===== src/core/serial_mem_params.svh =====
`ifndef SERIAL_MEM_PARAMS_SVH
`define SERIAL_MEM_PARAMS_SVH

// ****************************************
// geometry and timing
// ****************************************
`define SMEM_HALF_BITS     256
`define SMEM_FIFO_WIDTH    1
`define SMEM_FIFO_DEPTH    32
// one clock phase of the device, in ns
`define SMEM_PHASE_NS      200
`define SMEM_CLK_NS        10
`define SMEM_PHASE_CYCLES  ((`SMEM_PHASE_NS + `SMEM_CLK_NS - 1) / `SMEM_CLK_NS)

`endif


===== src/core/serial_mem_pkg.sv =====
package serial_mem_pkg;

    // ****************************************
    // control inputs sampled before a phase
    // ****************************************
    typedef struct packed {
        logic chip_sel_one;
        logic chip_sel_two;
        logic store_en;
        logic out_en;
        logic serial_in;
    } ctrl_t;

    typedef struct packed {
        logic drive;
        logic data;
    } out_pin_t;

endpackage : serial_mem_pkg


===== src/core/serial_mem.sv =====
`timescale 1ns/1ps
`default_nettype none
`include "serial_mem_params.svh"

module serial_mem #(
    parameter int HALF_BITS   = `SMEM_HALF_BITS,
    parameter int FIFO_DEPTH  = `SMEM_FIFO_DEPTH,
    parameter int PHASE_CYCLES = `SMEM_PHASE_CYCLES
) (
    input  wire logic sys_clk,
    input  wire logic nrst,
    input  wire logic chip_sel_one,
    input  wire logic chip_sel_two,
    input  wire logic store_en,
    input  wire logic out_en,
    input  wire logic serial_in,
    input  wire logic in_valid,
    output logic      in_ready,
    output logic      out_data,
    output logic      out_drive,
    output logic      out_valid,
    input  wire logic out_ready,
    output logic      phase_sel
);
    // ****************************************
    // reset release
    // ****************************************
    logic [1:0] rst_sync_reg;
    logic       rst_n;

    always_ff @(posedge sys_clk or negedge nrst) begin
        if (!nrst) begin
            rst_sync_reg <= 2'h0;
        end else begin
            rst_sync_reg <= {rst_sync_reg[0], 1'b1};
        end
    end
    assign rst_n = rst_sync_reg[1];

    initial begin
        if (HALF_BITS < 2 || PHASE_CYCLES < 1 || PHASE_CYCLES > 65536) $error("geometry unsupported");
    end

    // ****************************************
    // input buffering
    // ****************************************
    // the fifo holds serial input bits; a phase waits while it is empty,
    // so the controller stalls the memory instead of losing bits
    logic fifo_bit;
    logic fifo_valid;
    logic fifo_pop;

    serial_mem_fifo #(
        .WIDTH (`SMEM_FIFO_WIDTH),
        .DEPTH (FIFO_DEPTH)
    ) u_fifo (
        .clk       (sys_clk),
        .rst_n     (rst_n),
        .in_data   (serial_in),
        .in_valid  (in_valid),
        .in_ready  (in_ready),
        .out_data  (fifo_bit),
        .out_valid (fifo_valid),
        .out_ready (fifo_pop)
    );

    // ****************************************
    // state
    // ****************************************
    typedef struct packed {
        logic [HALF_BITS-1:0]     loop_a;
        logic [HALF_BITS-1:0]     loop_b;
        logic                     phase;
        logic [15:0]              tick;
        serial_mem_pkg::out_pin_t pin;
        logic                     valid;
    } mem_state_t;

    mem_state_t          st_reg;
    mem_state_t          st_next;
    serial_mem_pkg::ctrl_t ctl;
    logic                phase_go;
    logic                sel;
    logic                tail;
    logic                head;

    assign ctl = '{chip_sel_one: chip_sel_one, chip_sel_two: chip_sel_two,
                   store_en: store_en, out_en: out_en, serial_in: fifo_bit};
    // a phase may only advance with an input bit and room at the output
    assign phase_go = (st_reg.tick == 16'(PHASE_CYCLES - 1)) && fifo_valid
                      && (!st_reg.valid || out_ready);
    assign fifo_pop = phase_go;
    assign sel      = ctl.chip_sel_one && ctl.chip_sel_two;
    assign tail     = st_reg.phase ? st_reg.loop_b[HALF_BITS-1]
                                   : st_reg.loop_a[HALF_BITS-1];
    assign head     = (sel && ctl.store_en) ? ctl.serial_in : tail;

    always_comb begin
        st_next = st_reg;
        if (out_ready) begin
            st_next.valid = 1'b0;
        end
        if (st_reg.tick != 16'(PHASE_CYCLES - 1)) begin
            st_next.tick = st_reg.tick + 16'h1;
        end
        if (phase_go) begin
            st_next.tick = 16'h0;
            // alternate loops each phase: two bits per clock period
            if (st_reg.phase) begin
                st_next.loop_b = {st_reg.loop_b[HALF_BITS-2:0], head};
            end else begin
                st_next.loop_a = {st_reg.loop_a[HALF_BITS-2:0], head};
            end
            st_next.phase     = ~st_reg.phase;
            // enables sampled now govern the following phase
            st_next.pin.drive = sel && ctl.out_en;
            st_next.pin.data  = sel && ctl.out_en && tail;
            st_next.valid     = 1'b1;
        end
    end

    always_ff @(posedge sys_clk or negedge rst_n) begin
        if (!rst_n) begin
            st_reg <= '0;
        end else begin
            st_reg <= st_next;
        end
    end

    assign out_data  = st_reg.pin.data;
    assign out_drive = st_reg.pin.drive;
    assign out_valid = st_reg.valid;
    assign phase_sel = st_reg.phase;
endmodule : serial_mem

`default_nettype wire


===== src/core/serial_mem_fifo.sv =====
`timescale 1ns/1ps
`default_nettype none

module serial_mem_fifo #(
    parameter int WIDTH = 1,
    parameter int DEPTH = 32
) (
    input  wire logic             clk,
    input  wire logic             rst_n,
    input  wire logic [WIDTH-1:0] in_data,
    input  wire logic             in_valid,
    output logic                  in_ready,
    output logic [WIDTH-1:0]      out_data,
    output logic                  out_valid,
    input  wire logic             out_ready
);
    localparam int AW = (DEPTH > 1) ? $clog2(DEPTH) : 1;

    typedef struct packed {
        logic [DEPTH-1:0][WIDTH-1:0] mem;
        logic [AW-1:0]               wp;
        logic [AW-1:0]               rp;
        logic [AW:0]                 cnt;
    } fifo_state_t;

    fifo_state_t st_reg;
    fifo_state_t st_next;
    logic        push;
    logic        pop;

    initial begin
        if (DEPTH < 2 || WIDTH < 1) $error("fifo geometry unsupported");
    end

    assign in_ready  = (st_reg.cnt != (AW+1)'(DEPTH));
    assign out_valid = (st_reg.cnt != '0);
    assign out_data  = st_reg.mem[st_reg.rp];
    assign push      = in_valid && in_ready;
    assign pop       = out_valid && out_ready;

    always_comb begin
        st_next = st_reg;
        if (push) begin
            st_next.mem[st_reg.wp] = in_data;
            st_next.wp = (st_reg.wp == AW'(DEPTH-1)) ? '0 : st_reg.wp + 1'b1;
        end
        if (pop) begin
            st_next.rp = (st_reg.rp == AW'(DEPTH-1)) ? '0 : st_reg.rp + 1'b1;
        end
        st_next.cnt = st_reg.cnt + (AW+1)'(push) - (AW+1)'(pop);
    end

    always_ff @(posedge clk or negedge rst_n) begin
        if (!rst_n) begin
            st_reg <= '0;
        end else begin
            st_reg <= st_next;
        end
    end
endmodule : serial_mem_fifo

`default_nettype wire


===== config.mk =====
export PLATFORM = sky130hd
export DESIGN_NAME = serial_mem
export DESIGN_NICKNAME = d
export VERILOG_FILES = /design/src/core/serial_mem_pkg.sv /design/src/core/serial_mem.sv /design/src/core/serial_mem_fifo.sv
export VERILOG_INCLUDE_DIRS = /design/src /design/src/core
export SDC_FILE = /design/constraint.sdc
export NUM_CORES = 1
export LEC_CHECK = 0
export ABC_AREA = 1
export BUFFER_PORTS_ARGS = -buffer_cell sky130_fd_sc_hd__buf_2
export CAP_MARGIN = 20
export CELL_PAD_IN_SITES_DETAIL_PLACEMENT = 0
export CELL_PAD_IN_SITES_GLOBAL_PLACEMENT = 2
export CORE_ASPECT_RATIO = 0.75
export CORE_MARGIN = 2
export CORE_UTILIZATION = 36
export DETAILED_ROUTE_END_ITERATION = 16
export PLACE_DENSITY_LB_ADDON = 0.1
export SYNTH_ARGS = -nofsm -noshare
export SYNTH_HDL_FRONTEND = slang
export SYNTH_SLANG_ARGS = --single-unit

===== constraint.sdc =====
create_clock -name sys_clk -period 18.7 [get_ports sys_clk]
set_input_delay 3.74 -clock sys_clk [delete_from_list [all_inputs] [get_ports sys_clk]]
set_output_delay 3.74 -clock sys_clk [all_outputs]
set_load 0.02 [all_outputs]

### Word-level counts from Yosys, hierarchy flattened

Index checks and enable logic that the tools add are counted.
Widths: inputs -> output; s select.

| storage, ports and cells | value |
|---|---|
| flip-flop bits (word level) | 582 |
| bits of input ports | 9 |
| output and inout bits | 5 |
| word-level logic and storage cells | 85 |

| operators by class | value |
|---|---|
| add/sub/neg operators | 5 |
| $lt $le $gt $ge | 3 |
| equal/unequal tests | 5 |
| muxes and demuxes | 12 |
| bitwise operators | 1 |
| reductions and logical operators | 16 |

Operators by type and width:

| operator | count |
|---|---|
| $bwmux 32 | 1 |
| $mux 19 | 1 |
| $add 16x1->16 const B | 1 |
| $eq 16x5->1 const B | 1 |
| $mux 16 | 1 |
| $ne 16x5->1 const B | 1 |
| $lt 5x6->1 const B | 2 |
| $add 5x1->5 const B | 2 |
| $eq 5x5->1 const B | 2 |
| $mux 5 | 2 |
| $logic_and 1x1->1 | 9 |
| $add 6x1->6 | 1 |
| $ne 6x6->1 const B | 1 |
| $reduce_bool 6->1 | 1 |
| $sub 6x1->6 | 1 |
| $bmux 1 s5 | 1 |
| $demux 1 s5 | 1 |
| $ge 5x1->1 const B | 1 |
| $mux 1 | 5 |
| $reduce_and 2->1 | 2 |
| $reduce_bool 2->1 | 2 |
| $logic_not 1->1 | 1 |
| $logic_or 1x1->1 | 1 |
| $not 1->1 | 1 |

### Depth between registers and ports, before layout

Gate-level depths: netlist of run 1.

| depth | value |
|---|---|
| word-level depth | 5 |
| gate-level depth with buffers | 16 |
| gate-level depth less buffers | 16 |

### Cells and area by module

A second synthesis of run 1 with hierarchy kept.

| second synthesis, totals | value |
|---|---|
| cells, all modules | 2750 |
| area, all modules | 24706.2 um^2 |

By module, submodules not included:

| module | instances | cells each | area each (um^2) | seq. area each (um^2) |
|---|---|---|---|---|
| serial_mem | 1 | 2419 | 21996.1 | 13362.8 |
| serial_mem_fifo | 1 | 331 | 2710.1 | 1201.2 |

### Worst setup path before layout of run 1

OpenSTA, ideal clock, no wires.

| timing path | value |
|---|---|
| path kind | input to register |
| start | in out_ready |
| end | reg u_fifo.st_reg[4] (netlist name) |
| data arrival time | 5399 ps |
| setup slack | 13179 ps |
| stages | 11 |
| buffers on the path | 0 |
| cell sequence | nor2_1 inv_1 nand2_2 inv_1 ha_1 inv_1 ha_1 inv_1 fa_1 o21a_1 xor2_1 |

RTL lines:

| element | RTL line | source |
|---|---|---|
| from (decl) | serial_mem.sv:22 | `input wire logic out_ready,` |
| to (signal assigned) | serial_mem_fifo.sv:57 | `st_reg <= st_next;` |
| to (decl) | serial_mem_fifo.sv:26 | `fifo_state_t st_reg;` |

### Worst setup path in the final report of run 1

| timing path | value |
|---|---|
| start | in out_ready |
| end | reg st_reg[175] (netlist name) |

| between the ends | value |
|---|---|
| word-level cells in the longest chain between the ends | 3 |

RTL lines:

| element | RTL line | source |
|---|---|---|
| $logic_or 1x1->1 | serial_mem.sv:91 | `&& (!st_reg.valid \|\| out_ready);` |
| $logic_and 1x1->1 | serial_mem.sv:91 |  |
| $reduce_and 2->1 (no line) | n/a |  |
| to (signal assigned) | serial_mem.sv:126 | `st_reg <= st_next;` |
| to (decl) | serial_mem.sv:79 | `mem_state_t st_reg;` |

No other way between the ends.
A chain may end at the register's enable or synchronous reset.

==> results by group, run 1 <==
Run status
  – Outcome: completed

Power and ir drop
  – Cell area power density: between 100 and 150 nW/um^2
  – Worst vdd ir: 0.05881 mV
  – Lkg Pwr: 14.49 nW

STA
  – Slew @ Worst Pin: a little over 1 ns
  – Max-slew headroom: between 30% and 40%
  – Period utilization: 34.78%
  – Setup violations, final: 0
  – Final critical-path setup slack: 12.20 ns
  – Worst clock skew: 0.01504 ns
  – Crit path time final: 6.503 ns
  – RSZ-0062 raised after global routing: no
  – Final number of hold-violating endpoints: 0
  – Final Max Slew Viols: 0
  – Post-route setup TNS: 0 ns
  – FMAX: roughly 0.15 GHz

Worst setup path
  – Setup Crit Path Kind: primary input to flop
  – Worst reg2reg setup slack: 14.56 ns
  – CP dominant cell by count: buf_4
  – Worst endpoint data arrival time: 7.05 ns
  – Worst Setup SP: out_ready
  – Reg2reg end: st_reg[175]
  – CP Cell Sequence: buf_2 > nor2_1 > inv_1 > nand2_2 > nor2_4 > buf_4 > buf_4 > buf_4 > nand2_1 > nand2_1
  – Crit-path max FO: just under 100
  – R2R depth: 12
  – R2r startpoint: st_reg[3]
  – CP max stage cell: buf_4
  – Startpoint types: primary input
  – Worst Path Required: 19.25 ns
  – CP endpoint kind: flop
  – CP max stage delay: roughly 0.87 ns

Cells and area
  – Share of cells above drive strength 1: 5.748%
  – Fin area: 25830 um^2
  – Commonest non-fill, non-tap cell in the layout: nand2_1
  – Reg area: around 15000 um^2
  – Largest register FFs: 528
  – NumNets Final: between 2000 and 3000
  – Most frequent cells in the layout: nand2_1 (1605), dfrtp_1 (581), inv_1 (88), clkbuf_16 (61), nand3_1 (38)
  – Final core occ: 40.50%
  – Multi-input logic area: 7451 um^2
  – Syn-to-layout area delta: 11.16%
  – N_diodes: 0
  – Filler cells: 6448

Yosys
  – Ys flop type: dfrtp_1
  – Async set-reset flop share out of synthesis: 100.0%
  – Adder-Cell Fraction of Synth Area: roughly 1%
  – Register area share after synthesis: between 60% and 70%
  – Mapped cell area: 23230 um^2
  – Area leader, netlist: dfrtp_1
  – Seq cells post-synth: 582
  – Largest family of logic cells by synthesized area: simple AND/OR/NAND/NOR gates
  – Syn nets: 2665
  – Post-synthesis area per instance: 8.807 um^2
  – Synth unique cells: 29
  – Top cells by area, synth: dfrtp_1 (63%), nand2_1 (26%), buf_6 (2.5%)
  – Post-synth EDFFs: 0
  – Synth Area in Compound Gates: 2.176%
  – Syn Inst Count: 2638
  – Xor/xnor cell area share of the yosys netlist: 0.4901%
  – Yosys warns: 0
  – Post-synthesis mux area share: 0%
  – Synth Area in Simple Gates: 28.28%
  – Synth top area share: 62.69%

Floorplan
  – IO Pins: 14
  – Die Ht: 224.0 um
  – Chip width: 297.3 um
  – Core box area: around 64000 um^2
  – Starting Density: 36.44%
  – Die Area: between 60000 and 70000 um^2
  – Rows: 80

GRT
  – Vias in the first global route: around 16000
  – Antenna violations before repair: 0
  – Grt total ovfl: 0
  – Total GRT Usage: 13.20%
  – Global-route wire length before repair: 75610 um
  – Pin count of the biggest net entering global routing: 177

Drt
  – Wire per inst: 11.97 um
  – Antenna-violating nets left: 0
  – Vias: ~16000
  – 1st-iter DRT viols: 1144
  – DR pass1 iterations: 5
  – Post-DR vias/cell: 4.441
  – Post-route DRC: 0
  – DRT Wirelength: 42180 um

CTS
  – Clock Latency Late Sink: about 0.61 ns
  – Post-CTS resize count: 0
  – Clk pin slew, worst setup/hold paths: roughly 0.060 ns
  – Post CTS Setup Buffer Count: 0
  – CTS Sinks: ~580
  – CTS Root Buffer Type: clkbuf_16
  – Num CTS Buffers: 60
  – Hold-fix buffer count after cts: 0
  – Clock buffer depth: 3
  – CTS tree: built
  – H-tree levels: 2

Placed design
  – Placement Cell Area: 23670 um^2
  – GP Congestion: ~0.74
  – IO buf count: 13
  – Dpl ws: between 10 and 15 ns
  – Dpl hpwl: 21920 um

Worst hold path
  – Hold WC Path Type: flop to asynchronous set/reset pin

Job
  – Max cap viols: 0
-- cell families after synthesis --
kind of cell,after synthesis
AOI/OAI and AO/OA,92
xor gates and xnor gates,13
other,1
buffers and inverters,217
adders and majority gates,18
DFF,582
and+or+nand+nor,1715
-- how the worst max path moves through the flow --
stage	cells after the start	slack (ns)	endpoint
CTS	10	12.14	st_reg[175]
finish	10	12.20	st_reg[175]
global placement	10	11.48	st_reg[175]
detailed placement	10	11.47	st_reg[175]
floorplan	0	1.28	out_data
global route	10	11.82	st_reg[114]
-- worst max-delay path, delay by kind of cell --
kind	cells	cell delay [ns]
buffers and inverters	5	2.52
and+or+nand+nor	5	0.69
-- area by class of cell --
cell class / count / area share, %
Multi-Input combinational cell: 1839 / 28.85
Clock inverter: 16 / 0.5620
Sequential cell: 582 / 56.41
Tap cell: 861 / 4.171
Timing Repair Buffer: 37 / 1.400
Inverter: 93 / 1.352
Clock buffer: 95 / 7.257
-- Yosys cell counts (2+ instances only) --
cell type	n
nand2_1	1605
dfrtp_1	582
inv_1	88
buf_6	51
clkbuf_1	40
nand3_1	40
nor2_1	36
a21oi_1	33
buf_2	31
o21ai_0	28
a31oi_1	25
ha_1	17
nand4_1	14
xor2_1	12
nor3_1	10
inv_2	4
or2_2	4
buf_4	2
nand2_2	2
nor2_2	2
nor2_4	2
o21a_1	2
o31ai_1	2
-- metrics by stage --
| stage | hold slack [ns] | instances | total power, mW |
|---|---|---|---|
| floorplan | 0.3312 | 2638 | 1.497 |
| global placement | 0.3418 | 3406 | 1.545 |
| detailed placement | 0.3380 | 3407 | 1.552 |
| CTS | 0.3602 | 3518 | 2.789 |
| global route | 0.3724 | 3523 | 2.881 |
| finish | 0.3558 | 3523 | 2.734 |
-- where the power goes --
| part | internal (mW) | total [mW] | switching [mW] |
|---|---|---|---|
| Clock | 0.711 | 1.21 | 0.494 |
| Combinational | 0.0677 | 0.195 | 0.128 |
| Sequential | 1.30 | 1.33 | 0.0290 |
-- layer usage --
metal	GRT usage [%]	routed length [um]	share of wire (%)
met5	0	0	0
met4	3.926	872	2.1
met3	2.415	1431	3.4
met2	20.82	18130	43
met1	18.59	21750	52
Note: power is estimated with default switching activity, not from simulation.
==> run 2, diff against run 1 <==
==> constraint.sdc (replaced) <==
create_clock -name sys_clk -period 5.8 [get_ports sys_clk]
set_input_delay 1.16 -clock sys_clk [delete_from_list [all_inputs] [get_ports sys_clk]]
set_output_delay 1.16 -clock sys_clk [all_outputs]
set_load 0.02 [all_outputs]
==> results by group, run 2 (synthesis gave the netlist of run 1 again) <==
Cells and area
  – NumNets Final: 2636 (was 2640)
  – Syn-to-layout area delta: 11.54% (was 11.16%)
  – Most frequent cells in the layout: nand2_1 (1605), dfrtp_1 (581), inv_1 (88), clkbuf_16 (63), nand3_1 (38) (was nand2_1 (1605), dfrtp_1 (581), inv_1 (88), clkbuf_16 (61), nand3_1 (38))
  – Fin area: 25910 um^2 (was 25830 um^2)
  – Largest register FFs: 528 (unchanged)
  – Filler cells: 6429 (was 6448)
  – Share of cells above drive strength 1: 5.787% (was 5.748%)
  – Commonest non-fill, non-tap cell in the layout: nand2_1 (unchanged)
  – Final core occ: 40.64% (was 40.50%)
  – N_diodes: 0 (unchanged)

STA
  – Crit path time final: 2.974 ns
  – FMAX: 0.3363 GHz
  – Max-slew headroom: 32.78% (was 32.28%)
  – Final Max Slew Viols: 0 (unchanged)
  – Worst clock skew: 0.01216 ns (was 0.01504 ns)
  – Slew @ Worst Pin: 1.006 ns (was 1.016 ns)
  – Setup violations, final: 0 (unchanged)
  – Period utilization: 51.28%
  – RSZ-0062 raised after global routing: no (unchanged)
  – Final number of hold-violating endpoints: 0 (unchanged)
  – Post-route setup TNS: 0 ns (unchanged)

GRT
  – Vias in the first global route: 15540 (was 15620)
  – Grt total ovfl: 0 (unchanged)
  – Global-route wire length before repair: 75510 um (was 75610 um)
  – Total GRT Usage: 13.10% (was 13.20%)
  – Antenna violations before repair: 0 (unchanged)
  – Pin count of the biggest net entering global routing: 159 (was 177)

Worst setup path
  – Critical Path Stages: 14 (was 10)
  – Setup Crit Path Kind: flop to flop (was primary input to flop)
  – Worst endpoint data arrival time: 3.48 ns (was 7.05 ns)
  – CP Cell Sequence: ha_1 > nand4_1 > nor2_1 > nand2_2 > nor2_2 > nand2_2 > inv_1 > ha_1 > inv_1 > ha_1 > inv_1 > fa_1 > o21a_1 > xor2_1 (was buf_2 > nor2_1 > inv_1 > nand2_2 > nor2_4 > buf_4 > buf_4 > buf_4 > nand2_1 > nand2_1)
  – R2R depth: 14 (was 12)
  – Critical path's top delay family: adder cells (was buffers and inverters)
  – Crit-path max FO: 14 (was 97)
  – CP max stage delay: 0.41 ns (was 0.87 ns)
  – Worst Path Required: 6.30 ns (was 19.25 ns)
  – CP max stage cell: dfrtp_1 (was buf_4)
  – Startpoint types: flop (was primary input)
  – CP endpoint kind: flop (unchanged)
  – CP bufs+invs: 3 (was 5)

Power and ir drop
  – Tot Pwr: 9.001 mW (was 2.734 mW)
  – Cell area power density: 347.3 nW/um^2 (was 105.9 nW/um^2)
  – Worst vdd ir: 0.1698 mV (was 0.05881 mV)
  – Lkg Pwr: 14.53 nW (was 14.49 nW)

Floorplan
  – Die Ht: 224.0 um (unchanged)
  – Rows: 80 (unchanged)
  – Die Area: 66610 um^2 (unchanged)
  – Starting Density: 36.44% (unchanged)
  – Core box area: 63760 um^2 (unchanged)
  – IO Pins: 14 (unchanged)
  – Chip width: 297.3 um (unchanged)

Drt
  – DR pass1 iterations: 5 (unchanged)
  – Post-DR vias/cell: 4.413 (was 4.441)
  – Post-route DRC: 0 (unchanged)
  – Antenna-violating nets left: 0 (unchanged)
  – 1st-iter DRT viols: 1177 (was 1144)
  – Wire per inst: 11.97 um (about the same)
  – DRT Wirelength: 42150 um (was 42180 um)
  – Vias: 15540 (was 15650)

CTS
  – Clk pin slew, worst setup/hold paths: 0.06 ns (about the same)
  – H-tree levels: 2 (unchanged)
  – Hold-fix buffer count after cts: 0 (unchanged)
  – Post-CTS resize count: 0 (unchanged)
  – CTS Sinks: 582 (unchanged)
  – Num CTS Buffers: 61 (was 60)
  – Post CTS Setup Buffer Count: 0 (unchanged)
  – Clock buffer depth: 3 (unchanged)
  – CTS tree: built (unchanged)
  – Clock Latency Late Sink: 0.61 ns (about the same)
  – CTS Root Buffer Type: clkbuf_16 (unchanged)

Worst hold path
  – Hold WC Path Type: primary input to asynchronous set/reset pin (was flop to asynchronous set/reset pin)

Placed design
  – Placement Cell Area: 23790 um^2 (was 23670 um^2)
  – Dpl hpwl: 21560 um (was 21920 um)
  – IO buf count: 13 (unchanged)
  – GP Congestion: 0.7250 (was 0.7427)

Job
  – Max cap viols: 0 (unchanged)

Run status
  – Outcome: completed (unchanged)
## run 2: per-stage QoR
step	setup WS, ns	cells	hold slack [ns]
finish	2.826	3522	0.3287
global route	2.463	3522	0.2904
floorplan	0.1510	2638	0.3312
detailed placement	2.357	3407	0.3356
global placement	2.346	3405	0.3317
CTS	2.746	3522	0.2781
## run 2: report_power, final
group	switching [mW]	internal, mW
sequential	0.0910	4.20
combinational	0.410	0.213
clock	1.63	2.45
total	2.13	6.87
## run 2: routing by layer
metal  vias to the layer above  track usage [%]  share of wire (%)
li1                       7980                -                  -
met1                      7360            19.31                 54
met2                       124            19.61                 41
met3                        78            2.357                3.2
met4                         0            4.024                2.3
met5                         -                0                  0
## run 2: worst paths after layout
| path | start | endpoint | slack [ns] |
|---|---|---|---|
| max in group asynchronous | rst_sync_reg[1] | st_reg[56] | 4.13 |
| worst min register to register | rst_sync_reg[1] | st_reg[335] | 0.34 |
| worst max-delay path | st_reg[3] | u_fifo.st_reg[4] | 2.83 |
| min in group sys_clk | rst_sync_reg[0] | rst_sync_reg[1] | 0.35 |
| worst max register to register | st_reg[3] | u_fifo.st_reg[4] | 2.83 |
| worst min-delay path | nrst | rst_sync_reg[0] | 0.33 |
## run 2: layout make-up
| class | instances | area, um^2 | area share, % |
|---|---|---|---|
| Clock buffer | 89 | 1834 | 7.078 |
| Sequential cell | 582 | 14570 | 56.21 |
| Timing Repair Buffer | 32 | 340.3 | 1.313 |
| Inverter | 93 | 349.1 | 1.347 |
| Clock inverter | 26 | 295.3 | 1.139 |
| Tap cell | 861 | 1077 | 4.157 |
| Multi-Input combinational cell | 1839 | 7451 | 28.75 |
